$ cat config.mk
export PLATFORM = sky130hd
export DESIGN_NAME = pps_power_sequencer
export DESIGN_NICKNAME = d
export VERILOG_FILES = /design/src/hw/pps_power_sequencer.v
export VERILOG_INCLUDE_DIRS = /design/src /design/src/common
export SDC_FILE = /design/constraint.sdc
export NUM_CORES = 1
export LEC_CHECK = 0
export ABC_AREA = 1
export BUFFER_PORTS_ARGS = -buffer_cell sky130_fd_sc_hd__buf_2
export CORE_UTILIZATION = 48
export CTS_CLUSTER_SIZE = 8
export DETAILED_ROUTE_END_ITERATION = 16
export PLACE_DENSITY_LB_ADDON = 0.15
export SLEW_MARGIN = 20
export SYNTH_ARGS = -nofsm -noshare
export SYNTH_HDL_FRONTEND = slang
export SYNTH_SLANG_ARGS = --single-unit
$ cat constraint.sdc
create_clock -name clock_i -period 4.6 [get_ports clock_i]
set_input_delay 1.38 -clock clock_i [delete_from_list [all_inputs] [get_ports clock_i]]
set_output_delay 1.38 -clock clock_i [all_outputs]
set_load 0.05 [all_outputs]
$ cat src/common/pps_defs.vh
// Purpose: shared constants for the power sequencer control logic
// Assumes: 125 MHz system clock
// Notes: timing counts derive from printed times and the clock rate
`ifndef PPS_DEFS_VH
`define PPS_DEFS_VH
// Clock period in picoseconds
`define PPS_CLK_PERIOD_PS 8000
// Reset pulse and light-load hold-off, in milliseconds
`define PPS_HOLD_MS 200
// Cycles in the hold interval: 200 ms at 8 ns is exactly 25,000,000
`define PPS_HOLD_CYCLES 25'h17D_7840
// Synchroniser reset: wake idles high as its pull-up holds it
`define PPS_SYNC_RST 13'h1000
// Width of the hold counter
`define PPS_CNT_W 25
// Source select codes
`define PPS_SRC_NONE 2'h0
`define PPS_SRC_WALL 2'h1
`define PPS_SRC_USB 2'h2
`define PPS_SRC_BATT 2'h3
`endif

$ cat src/hw/pps_power_sequencer.v
// Purpose: turn-on, source select and reset timing of a portable power manager
// Assumes: analog comparators deliver thresholds as asynchronous levels
// Notes: open-drain pins are given as output enables, low while pulling low
// Notes: the hold count is a parameter so a bench may shorten it
`timescale 1ns/1ps
`include "pps_defs.vh"
module pps_power_sequencer #(
  parameter [24:0] HOLD_CYCLES = `PPS_HOLD_CYCLES
) (
  // Clock and reset
  input wire clock_i,
  input wire rst_n_i,
  // Push-button and controller inputs
  input wire wake_n_i,
  input wire hold_alive_i,
  input wire second_rail_req_i,
  input wire light_load_sel_i,
  input wire usb_high_power_i,
  input wire usb_suspend_i,
  // Comparator results
  input wire adapter_sense_i,
  input wire usb_above_3v9_i,
  input wire usb_above_4v0_i,
  input wire batt_above_3v0_i,
  input wire batt_above_2v6_i,
  input wire rail_above_3v9_i,
  input wire rail_above_3v1_i,
  input wire rail_at_batt_i,
  input wire usb_overload_i,
  // Converter and power path controls
  output wire conv1_en_o,
  output wire conv2_en_o,
  output wire batt_switch_on_o,
  output wire charger_en_o,
  output wire charge_current_en_o,
  output wire usb_limit_500_o,
  output wire pulse_mode_en_o,
  output wire [1:0] source_sel_o,
  output wire device_on_o,
  // Open-drain flags, enable low means pulled low
  output wire reset_out_o,
  output wire reset_out_oe_n_o,
  output wire key_state_n_o,
  output wire key_state_n_oe_n_o,
  output wire charging_n_o,
  output wire charging_n_oe_n_o
);

  // Sequencer states, one-hot
  // OFF keeps every enable low and holds the controller in reset
  // RAMP closes the power path and waits for the rail to reach battery
  // RUN enables the converters and times the reset and hold-off
  localparam [2:0] ST_OFF = 3'b001;
  localparam [2:0] ST_RAMP = 3'b010;
  localparam [2:0] ST_RUN = 3'b100;

  // Comparator and pin levels arrive with no relation to the clock,
  // so each costs two cycles of latency before any decision sees it
  // Synchroniser stages; the first stage feeds only the second
  reg [12:0] sync1_reg;
  reg [12:0] sync2_reg;
  wire [12:0] raw_in;
  assign raw_in = {wake_n_i, hold_alive_i, second_rail_req_i, light_load_sel_i,
    usb_suspend_i, adapter_sense_i, usb_above_3v9_i, usb_above_4v0_i,
    batt_above_3v0_i, batt_above_2v6_i, rail_above_3v9_i, rail_above_3v1_i,
    rail_at_batt_i};

  // The first stage may go metastable; only the second stage is read
  // Two-flop synchroniser for every pin input
  always @(posedge clock_i or negedge rst_n_i) begin
    if (!rst_n_i) begin
      // Wake idles high as its pull-up would hold it
      sync1_reg <= `PPS_SYNC_RST;
      sync2_reg <= `PPS_SYNC_RST;
    end else begin
      sync1_reg <= raw_in;
      sync2_reg <= sync1_reg;
    end
  end

  // Synchronised levels
  // Button and controller levels
  wire wake_n_s = sync2_reg[12];
  wire hold_s = sync2_reg[11];
  wire req2_s = sync2_reg[10];
  wire light_s = sync2_reg[9];
  // USB and wall levels
  wire susp_s = sync2_reg[8];
  wire wall_s = sync2_reg[7];
  wire usb39_s = sync2_reg[6];
  wire usb40_s = sync2_reg[5];
  // Battery and rail levels
  wire bat30_s = sync2_reg[4];
  wire bat26_s = sync2_reg[3];
  wire rail39_s = sync2_reg[2];
  wire rail31_s = sync2_reg[1];
  wire rail_ok_s = sync2_reg[0];

  // Overload and USB limit come from pins as well, so they are synchronised
  reg [1:0] ovl_sync_reg;
  reg [1:0] hp_sync_reg;
  always @(posedge clock_i or negedge rst_n_i) begin
    if (!rst_n_i) begin
      ovl_sync_reg <= 2'b00;
      hp_sync_reg <= 2'b00;
    end else begin
      ovl_sync_reg <= {ovl_sync_reg[0], usb_overload_i};
      hp_sync_reg <= {hp_sync_reg[0], usb_high_power_i};
    end
  end

  // Power presence
  // Suspend removes USB presence even while the bus voltage is good
  // Wall presence outranks USB later, in the source choice
  wire wall_present = wall_s;
  wire usb_present = usb39_s & ~susp_s;
  wire ext_present = wall_present | usb_present;

  // Kept-on request from button or controller
  // The button alone keeps the device on only while it is held; the
  // controller must raise hold-alive before the button is let go
  wire kept_on = ~wake_n_s | hold_s;

  // Lockout: start and keep thresholds with hysteresis
  // Battery path when no external power, rail path when battery is low
  // Hysteresis: starting needs the higher threshold, staying the lower
  // A missing or flat battery still runs from a healthy rail
  wire start_ok = ext_present ? (bat30_s | rail39_s) : bat30_s;
  wire keep_ok = ext_present ? (bat26_s | rail31_s) : bat26_s;

  // Turn-on demand; external power wakes the device by itself
  // Trade-off: the controller cannot hold the device off on external power
  wire want_on = kept_on | ext_present;

  // Sequencer state, hold counter and hold-done flag
  reg [2:0] state_reg;
  reg [2:0] state_next;
  reg [24:0] cnt_reg;
  reg [24:0] cnt_next;
  reg hold_done_reg;
  reg hold_done_next;

  // Next-state logic
  // Every loss of demand or lockout in RAMP or RUN passes OFF, which clears the count
  // Counter stops once the hold is served, so it cannot wrap while running
  always @* begin
    state_next = state_reg;
    cnt_next = cnt_reg;
    hold_done_next = hold_done_reg;
    case (state_reg)
      ST_OFF: begin
        cnt_next = 25'h000_0000;
        hold_done_next = 1'b0;
        if (want_on && start_ok) begin
          state_next = ST_RAMP;
        end
      end
      ST_RAMP: begin
        // Rail charges up through the switch before converters start
        // Losing demand or lockout during the ramp aborts the start
        if (!want_on || !keep_ok) begin
          state_next = ST_OFF;
        end else if (rail_ok_s) begin
          state_next = ST_RUN;
        end
      end
      ST_RUN: begin
        if (!want_on || !keep_ok) begin
          state_next = ST_OFF;
        end else if (!hold_done_reg) begin
          // Counter restarts on every power-up via ST_OFF
          if (cnt_reg == HOLD_CYCLES - 25'h000_0001) begin
            hold_done_next = 1'b1;
          end else begin
            cnt_next = cnt_reg + 25'h000_0001;
          end
        end
      end
      default: begin
        state_next = ST_OFF;
      end
    endcase
  end

  // State registers
  // Reset lands in OFF with the hold not yet served
  always @(posedge clock_i or negedge rst_n_i) begin
    if (!rst_n_i) begin
      state_reg <= ST_OFF;
      cnt_reg <= 25'h000_0000;
      hold_done_reg <= 1'b0;
    end else begin
      state_reg <= state_next;
      cnt_reg <= cnt_next;
      hold_done_reg <= hold_done_next;
    end
  end

  // Powered covers the ramp so the switch closes before converters start
  wire running = state_reg[2];
  wire powered = state_reg[1] | state_reg[2];

  // Source choice by fixed priority
  // None while off, so the power path is open in shutdown
  // External sources outrank the battery, wall before USB
  reg [1:0] src_next;
  always @* begin
    if (!powered) begin
      src_next = `PPS_SRC_NONE;
    end else if (wall_present) begin
      src_next = `PPS_SRC_WALL;
    end else if (usb_present) begin
      src_next = `PPS_SRC_USB;
    end else begin
      src_next = `PPS_SRC_BATT;
    end
  end

  // Registered controls
  // Every control leaves a flip-flop so no pin glitches on input skew;
  // the price is one more cycle of latency after the synchronisers
  reg [1:0] src_reg;
  reg conv1_reg;
  reg conv2_reg;
  reg bsw_reg;
  reg chg_reg;
  reg chg_cur_reg;
  reg pulse_reg;
  reg rst_pull_reg;
  reg key_pull_reg;
  reg usb500_reg;
  always @(posedge clock_i or negedge rst_n_i) begin
    if (!rst_n_i) begin
      src_reg <= `PPS_SRC_NONE;
      conv1_reg <= 1'b0;
      conv2_reg <= 1'b0;
      bsw_reg <= 1'b0;
      chg_reg <= 1'b0;
      chg_cur_reg <= 1'b0;
      pulse_reg <= 1'b0;
      rst_pull_reg <= 1'b1;
      key_pull_reg <= 1'b0;
      usb500_reg <= 1'b0;
    end else begin
      src_reg <= src_next;
      conv1_reg <= running;
      conv2_reg <= running & req2_s & kept_on;
      // Switch closes while powered without external power
      bsw_reg <= powered & ~ext_present;
      // Overload drops the charger completely
      chg_reg <= powered & ext_present & ~ovl_sync_reg[1];
      chg_cur_reg <= powered & ext_present & ~ovl_sync_reg[1]
        & (wall_present | usb40_s);
      // Pulse mode only after hold-off and on battery alone
      pulse_reg <= running & hold_done_reg & ~ext_present & light_s;
      // Reset pulled low until hold interval completes
      rst_pull_reg <= ~(running & hold_done_reg);
      key_pull_reg <= ~wake_n_s;
      usb500_reg <= hp_sync_reg[1];
    end
  end

  // Output drive
  // Device-on mirrors the RUN state directly, one cycle ahead of conv1
  assign conv1_en_o = conv1_reg;
  assign conv2_en_o = conv2_reg;
  assign batt_switch_on_o = bsw_reg;
  assign charger_en_o = chg_reg;
  assign charge_current_en_o = chg_cur_reg;
  assign usb_limit_500_o = usb500_reg;
  assign pulse_mode_en_o = pulse_reg;
  assign source_sel_o = src_reg;
  assign device_on_o = running;
  // Open-drain pins only ever drive zero
  // Charge status follows the charger enable itself, not the current gate
  assign reset_out_o = 1'b0;
  assign reset_out_oe_n_o = ~rst_pull_reg;
  assign key_state_n_o = 1'b0;
  assign key_state_n_oe_n_o = ~key_pull_reg;
  assign charging_n_o = 1'b0;
  assign charging_n_oe_n_o = ~chg_reg;

endmodule

==> results.sh <==
export IMPL_io_pins=33
export IMPL_yosysTopAreaCell="dfrtp_1"
export IMPL_crit_path_max_incr_delay_ns=0.44
export IMPL_diodes=0
export IMPL_synth_cells=379
export IMPL_fin_nets=431
export IMPL_p_clk_share_pct=34.3
export IMPL_dieArea_um2=6840
export IMPL_avgSynthCellArea_um2=8.25
export IMPL_synth_common_cells="nand2_1 (128), dfrtp_1 (66), nor2_1 (59)"
export IMPL_drive_gt1_share_pct=16.3
export IMPL_h_tree_depth=3
export IMPL_stdcell_count=495
export IMPL_num_rows=29
export IMPL_core_area_um2=6310
export IMPL_grt_usage_pct=21.0
export IMPL_synth_edf_count=0
export IMPL_globalplace_congestion=0.823
export IMPL_die_width_um=82.7
export IMPL_synthFlopType="dfrtp_1"
export IMPL_path_class="reg -> out"
export IMPL_wl_per_cell_um=12.1
export IMPL_yosysTopAreaCellShare_pct=52.8
export IMPL_ys_seq_area_share_pct=56.2
export IMPL_rsz0062_at_grt="no"
export IMPL_fin_crit_sh_pct=53.7
export IMPL_start_kind="register"
export IMPL_p_sw_share_pct=33.2
export IMPL_dr_total_vias=2462
export IMPL_clock_fmax_mhz=405
export IMPL_setup_viol=0
export IMPL_avgViaCountPerCell=4.97
export IMPL_grt_pass1_wl_mm=10.5
export IMPL_cp_top_family="flip-flops"
export IMPL_power_density_nw_per_um2=417
export IMPL_register_area_um2=1760
export IMPL_power_internal_mw=0.984
export IMPL_placed_cells_incl_taps=479
export IMPL_nFillCells=587
export IMPL_dieHeight_um=82.7
export IMPL_yosysMostFrequentCell="nand2_1"
export IMPL_routed_wl_mm=6.00
export IMPL_dp_hpwl_mm=4.14
export IMPL_ctsHoldBuffers=0
export IMPL_synth_seq_cells=70
export IMPL_hp_class="reg -> reg"
export IMPL_fin_tns_setup_ns=0
export IMPL_drv_slew=0
export IMPL_ant_nets=0
export IMPL_clkSinkCount=70
export IMPL_power_frac_seq_pct=45.8
export IMPL_crit_start="state_reg[2]"
export IMPL_drcViolationCount=0
export IMPL_cts_tree="done"
export IMPL_synthDistinctLibCells=31
export IMPL_synth_area_leaders="dfrtp_1 (53%), nand2_1 (15%), nor2_1 (7.1%)"
export IMPL_combPwrFrac_pct=19.9
export IMPL_power_leakage_nw=1.70
export IMPL_cts_buffers=9
export IMPL_worstHoldStart="ovl_sync_reg[0]"
export IMPL_worstPathRequired_ns=3.22
export IMPL_insertion_delay_ns=0.34
export IMPL_outcome="finished, final reports clean"
export IMPL_grt_antenna_before_repair=0
export IMPL_ir_drop_uv=290
export IMPL_cp_arrival_ns=1.09
export IMPL_grt_max_degree=38
export IMPL_dp_slack_ns=2.19
export IMPL_maxSlewHeadroom_pct=48.6
export IMPL_synth_warnings=0
export IMPL_tightest_slew_ns=0.771
export IMPL_timing_rr_start="state_reg[2]"
export IMPL_async_flop_share_pct=100
export IMPL_grt_pass1_vias=2266
export IMPL_cts_buffer_depth=2
export IMPL_initial_utilization_pct=49.5
export IMPL_area_growth_pct=13.1
export IMPL_cts_setup_buffers=0
export IMPL_cap_violations=0
export IMPL_worstPathCellList="buf_2"
export IMPL_ctsResizeCount=0
export IMPL_critPathBufInv=1
export IMPL_netlist_area_um2=3130
export IMPL_firstDrtPassIters=4
export IMPL_largest_register_ffs=25
export IMPL_skew_ns=0.00832
export IMPL_grt_overflow_total=0
export IMPL_portBuffers=29
export IMPL_dr_first_iter_drc_count=161
export IMPL_post_route_util_pct=56.0
export IMPL_cts_clk_slew_worst_paths_ns=0.08
export IMPL_multi_input_area_um2=1200
export IMPL_period_needed_ns=2.47
export IMPL_cp_slowest_cell="dfrtp_1"
export IMPL_finalHoldViolCount=0
export IMPL_crit_path_max_fanout=7
export IMPL_cp_end_kind="output port"
export IMPL_cts_root_buffer="clkbuf_8"
export IMPL_holdWs_ns=0.344
export IMPL_p_switching_mw=0.489
export IMPL_setup_ws_ns=2.13
-- kinds of logic after synthesis --
kind of cell,after synthesis,share of synthesized area (%)
compound gates,23,4.08
xor+xnor,3,0.841
fa+ha+maj,1,0.400
buf+inv,41,5.72
flops,70,56.2
other cells,1,0.120
simple gates,240,32.6
-- area by class of cell --
type,instances,share of cell area [%]
Clock buffer,10,3.90
Clock inverter,6,1.95
Inverter,31,3.29
Sequential cell,70,49.7
Multi-Input combinational cell,270,33.9
Tap cell,77,2.73
Timing Repair Buffer,31,4.53
-- final timing paths --
path | end | slack, ns | cells after the start
worst max-delay path | device_on_o | 2.13 | 1
worst min-delay path | ovl_sync_reg[1] | 0.34 | 0
worst max register to register | cnt_reg[24] | 2.20 | 7
worst min register to register | ovl_sync_reg[1] | 0.34 | 0
max in group asynchronous | sync2_reg[12] | 2.63 | 2
min in group asynchronous | charge_current_en_o | 1.11 | 1
-- through the flow --
stage               power (mW)  area, µm²
finish                    1.47       3530
floorplan                0.924       3130
detailed placement       0.983       3330
global placement         0.980       3330
CTS                       1.49       3530
global route              1.55       3530
-- cell usage in the layout (no fill, tap or decap), types with 3 or more instances in the layout --
master / n
dfrtp_1: 66
inv_1: 25
nand2_2: 3
buf_2: 29
dfstp_2: 4
inv_2: 6
o21ai_0: 6
nor3_1: 6
nor2_1: 59
nor2_2: 4
nand4_1: 3
conb_1: 3
clkbuf_8: 10
a21oi_1: 12
nand3_1: 29
nand2_1: 128
-- layer usage --
metal	global-route usage, %	share of wire [%]	wire length, µm	vias to the layer above
met5	0	0	0	-
met4	9.48	2.1	123	0
met3	5.38	5.0	301	12
met2	30.3	44	2630	70
met1	29.6	49	2950	1133
li1	-	-	-	1247
-- power groups by stage --
stage,Clock (mW),Combinational [mW],Sequential (mW)
6_report,0.506,0.293,0.675
5_1_grt,0.547,0.327,0.680
4_1_cts,0.521,0.299,0.675
3_5_place_dp,0,0.296,0.687
3_3_place_gp,0,0.295,0.686
2_1_floorplan,0,0.182,0.742
Note: power is estimated with default switching activity, not from simulation.
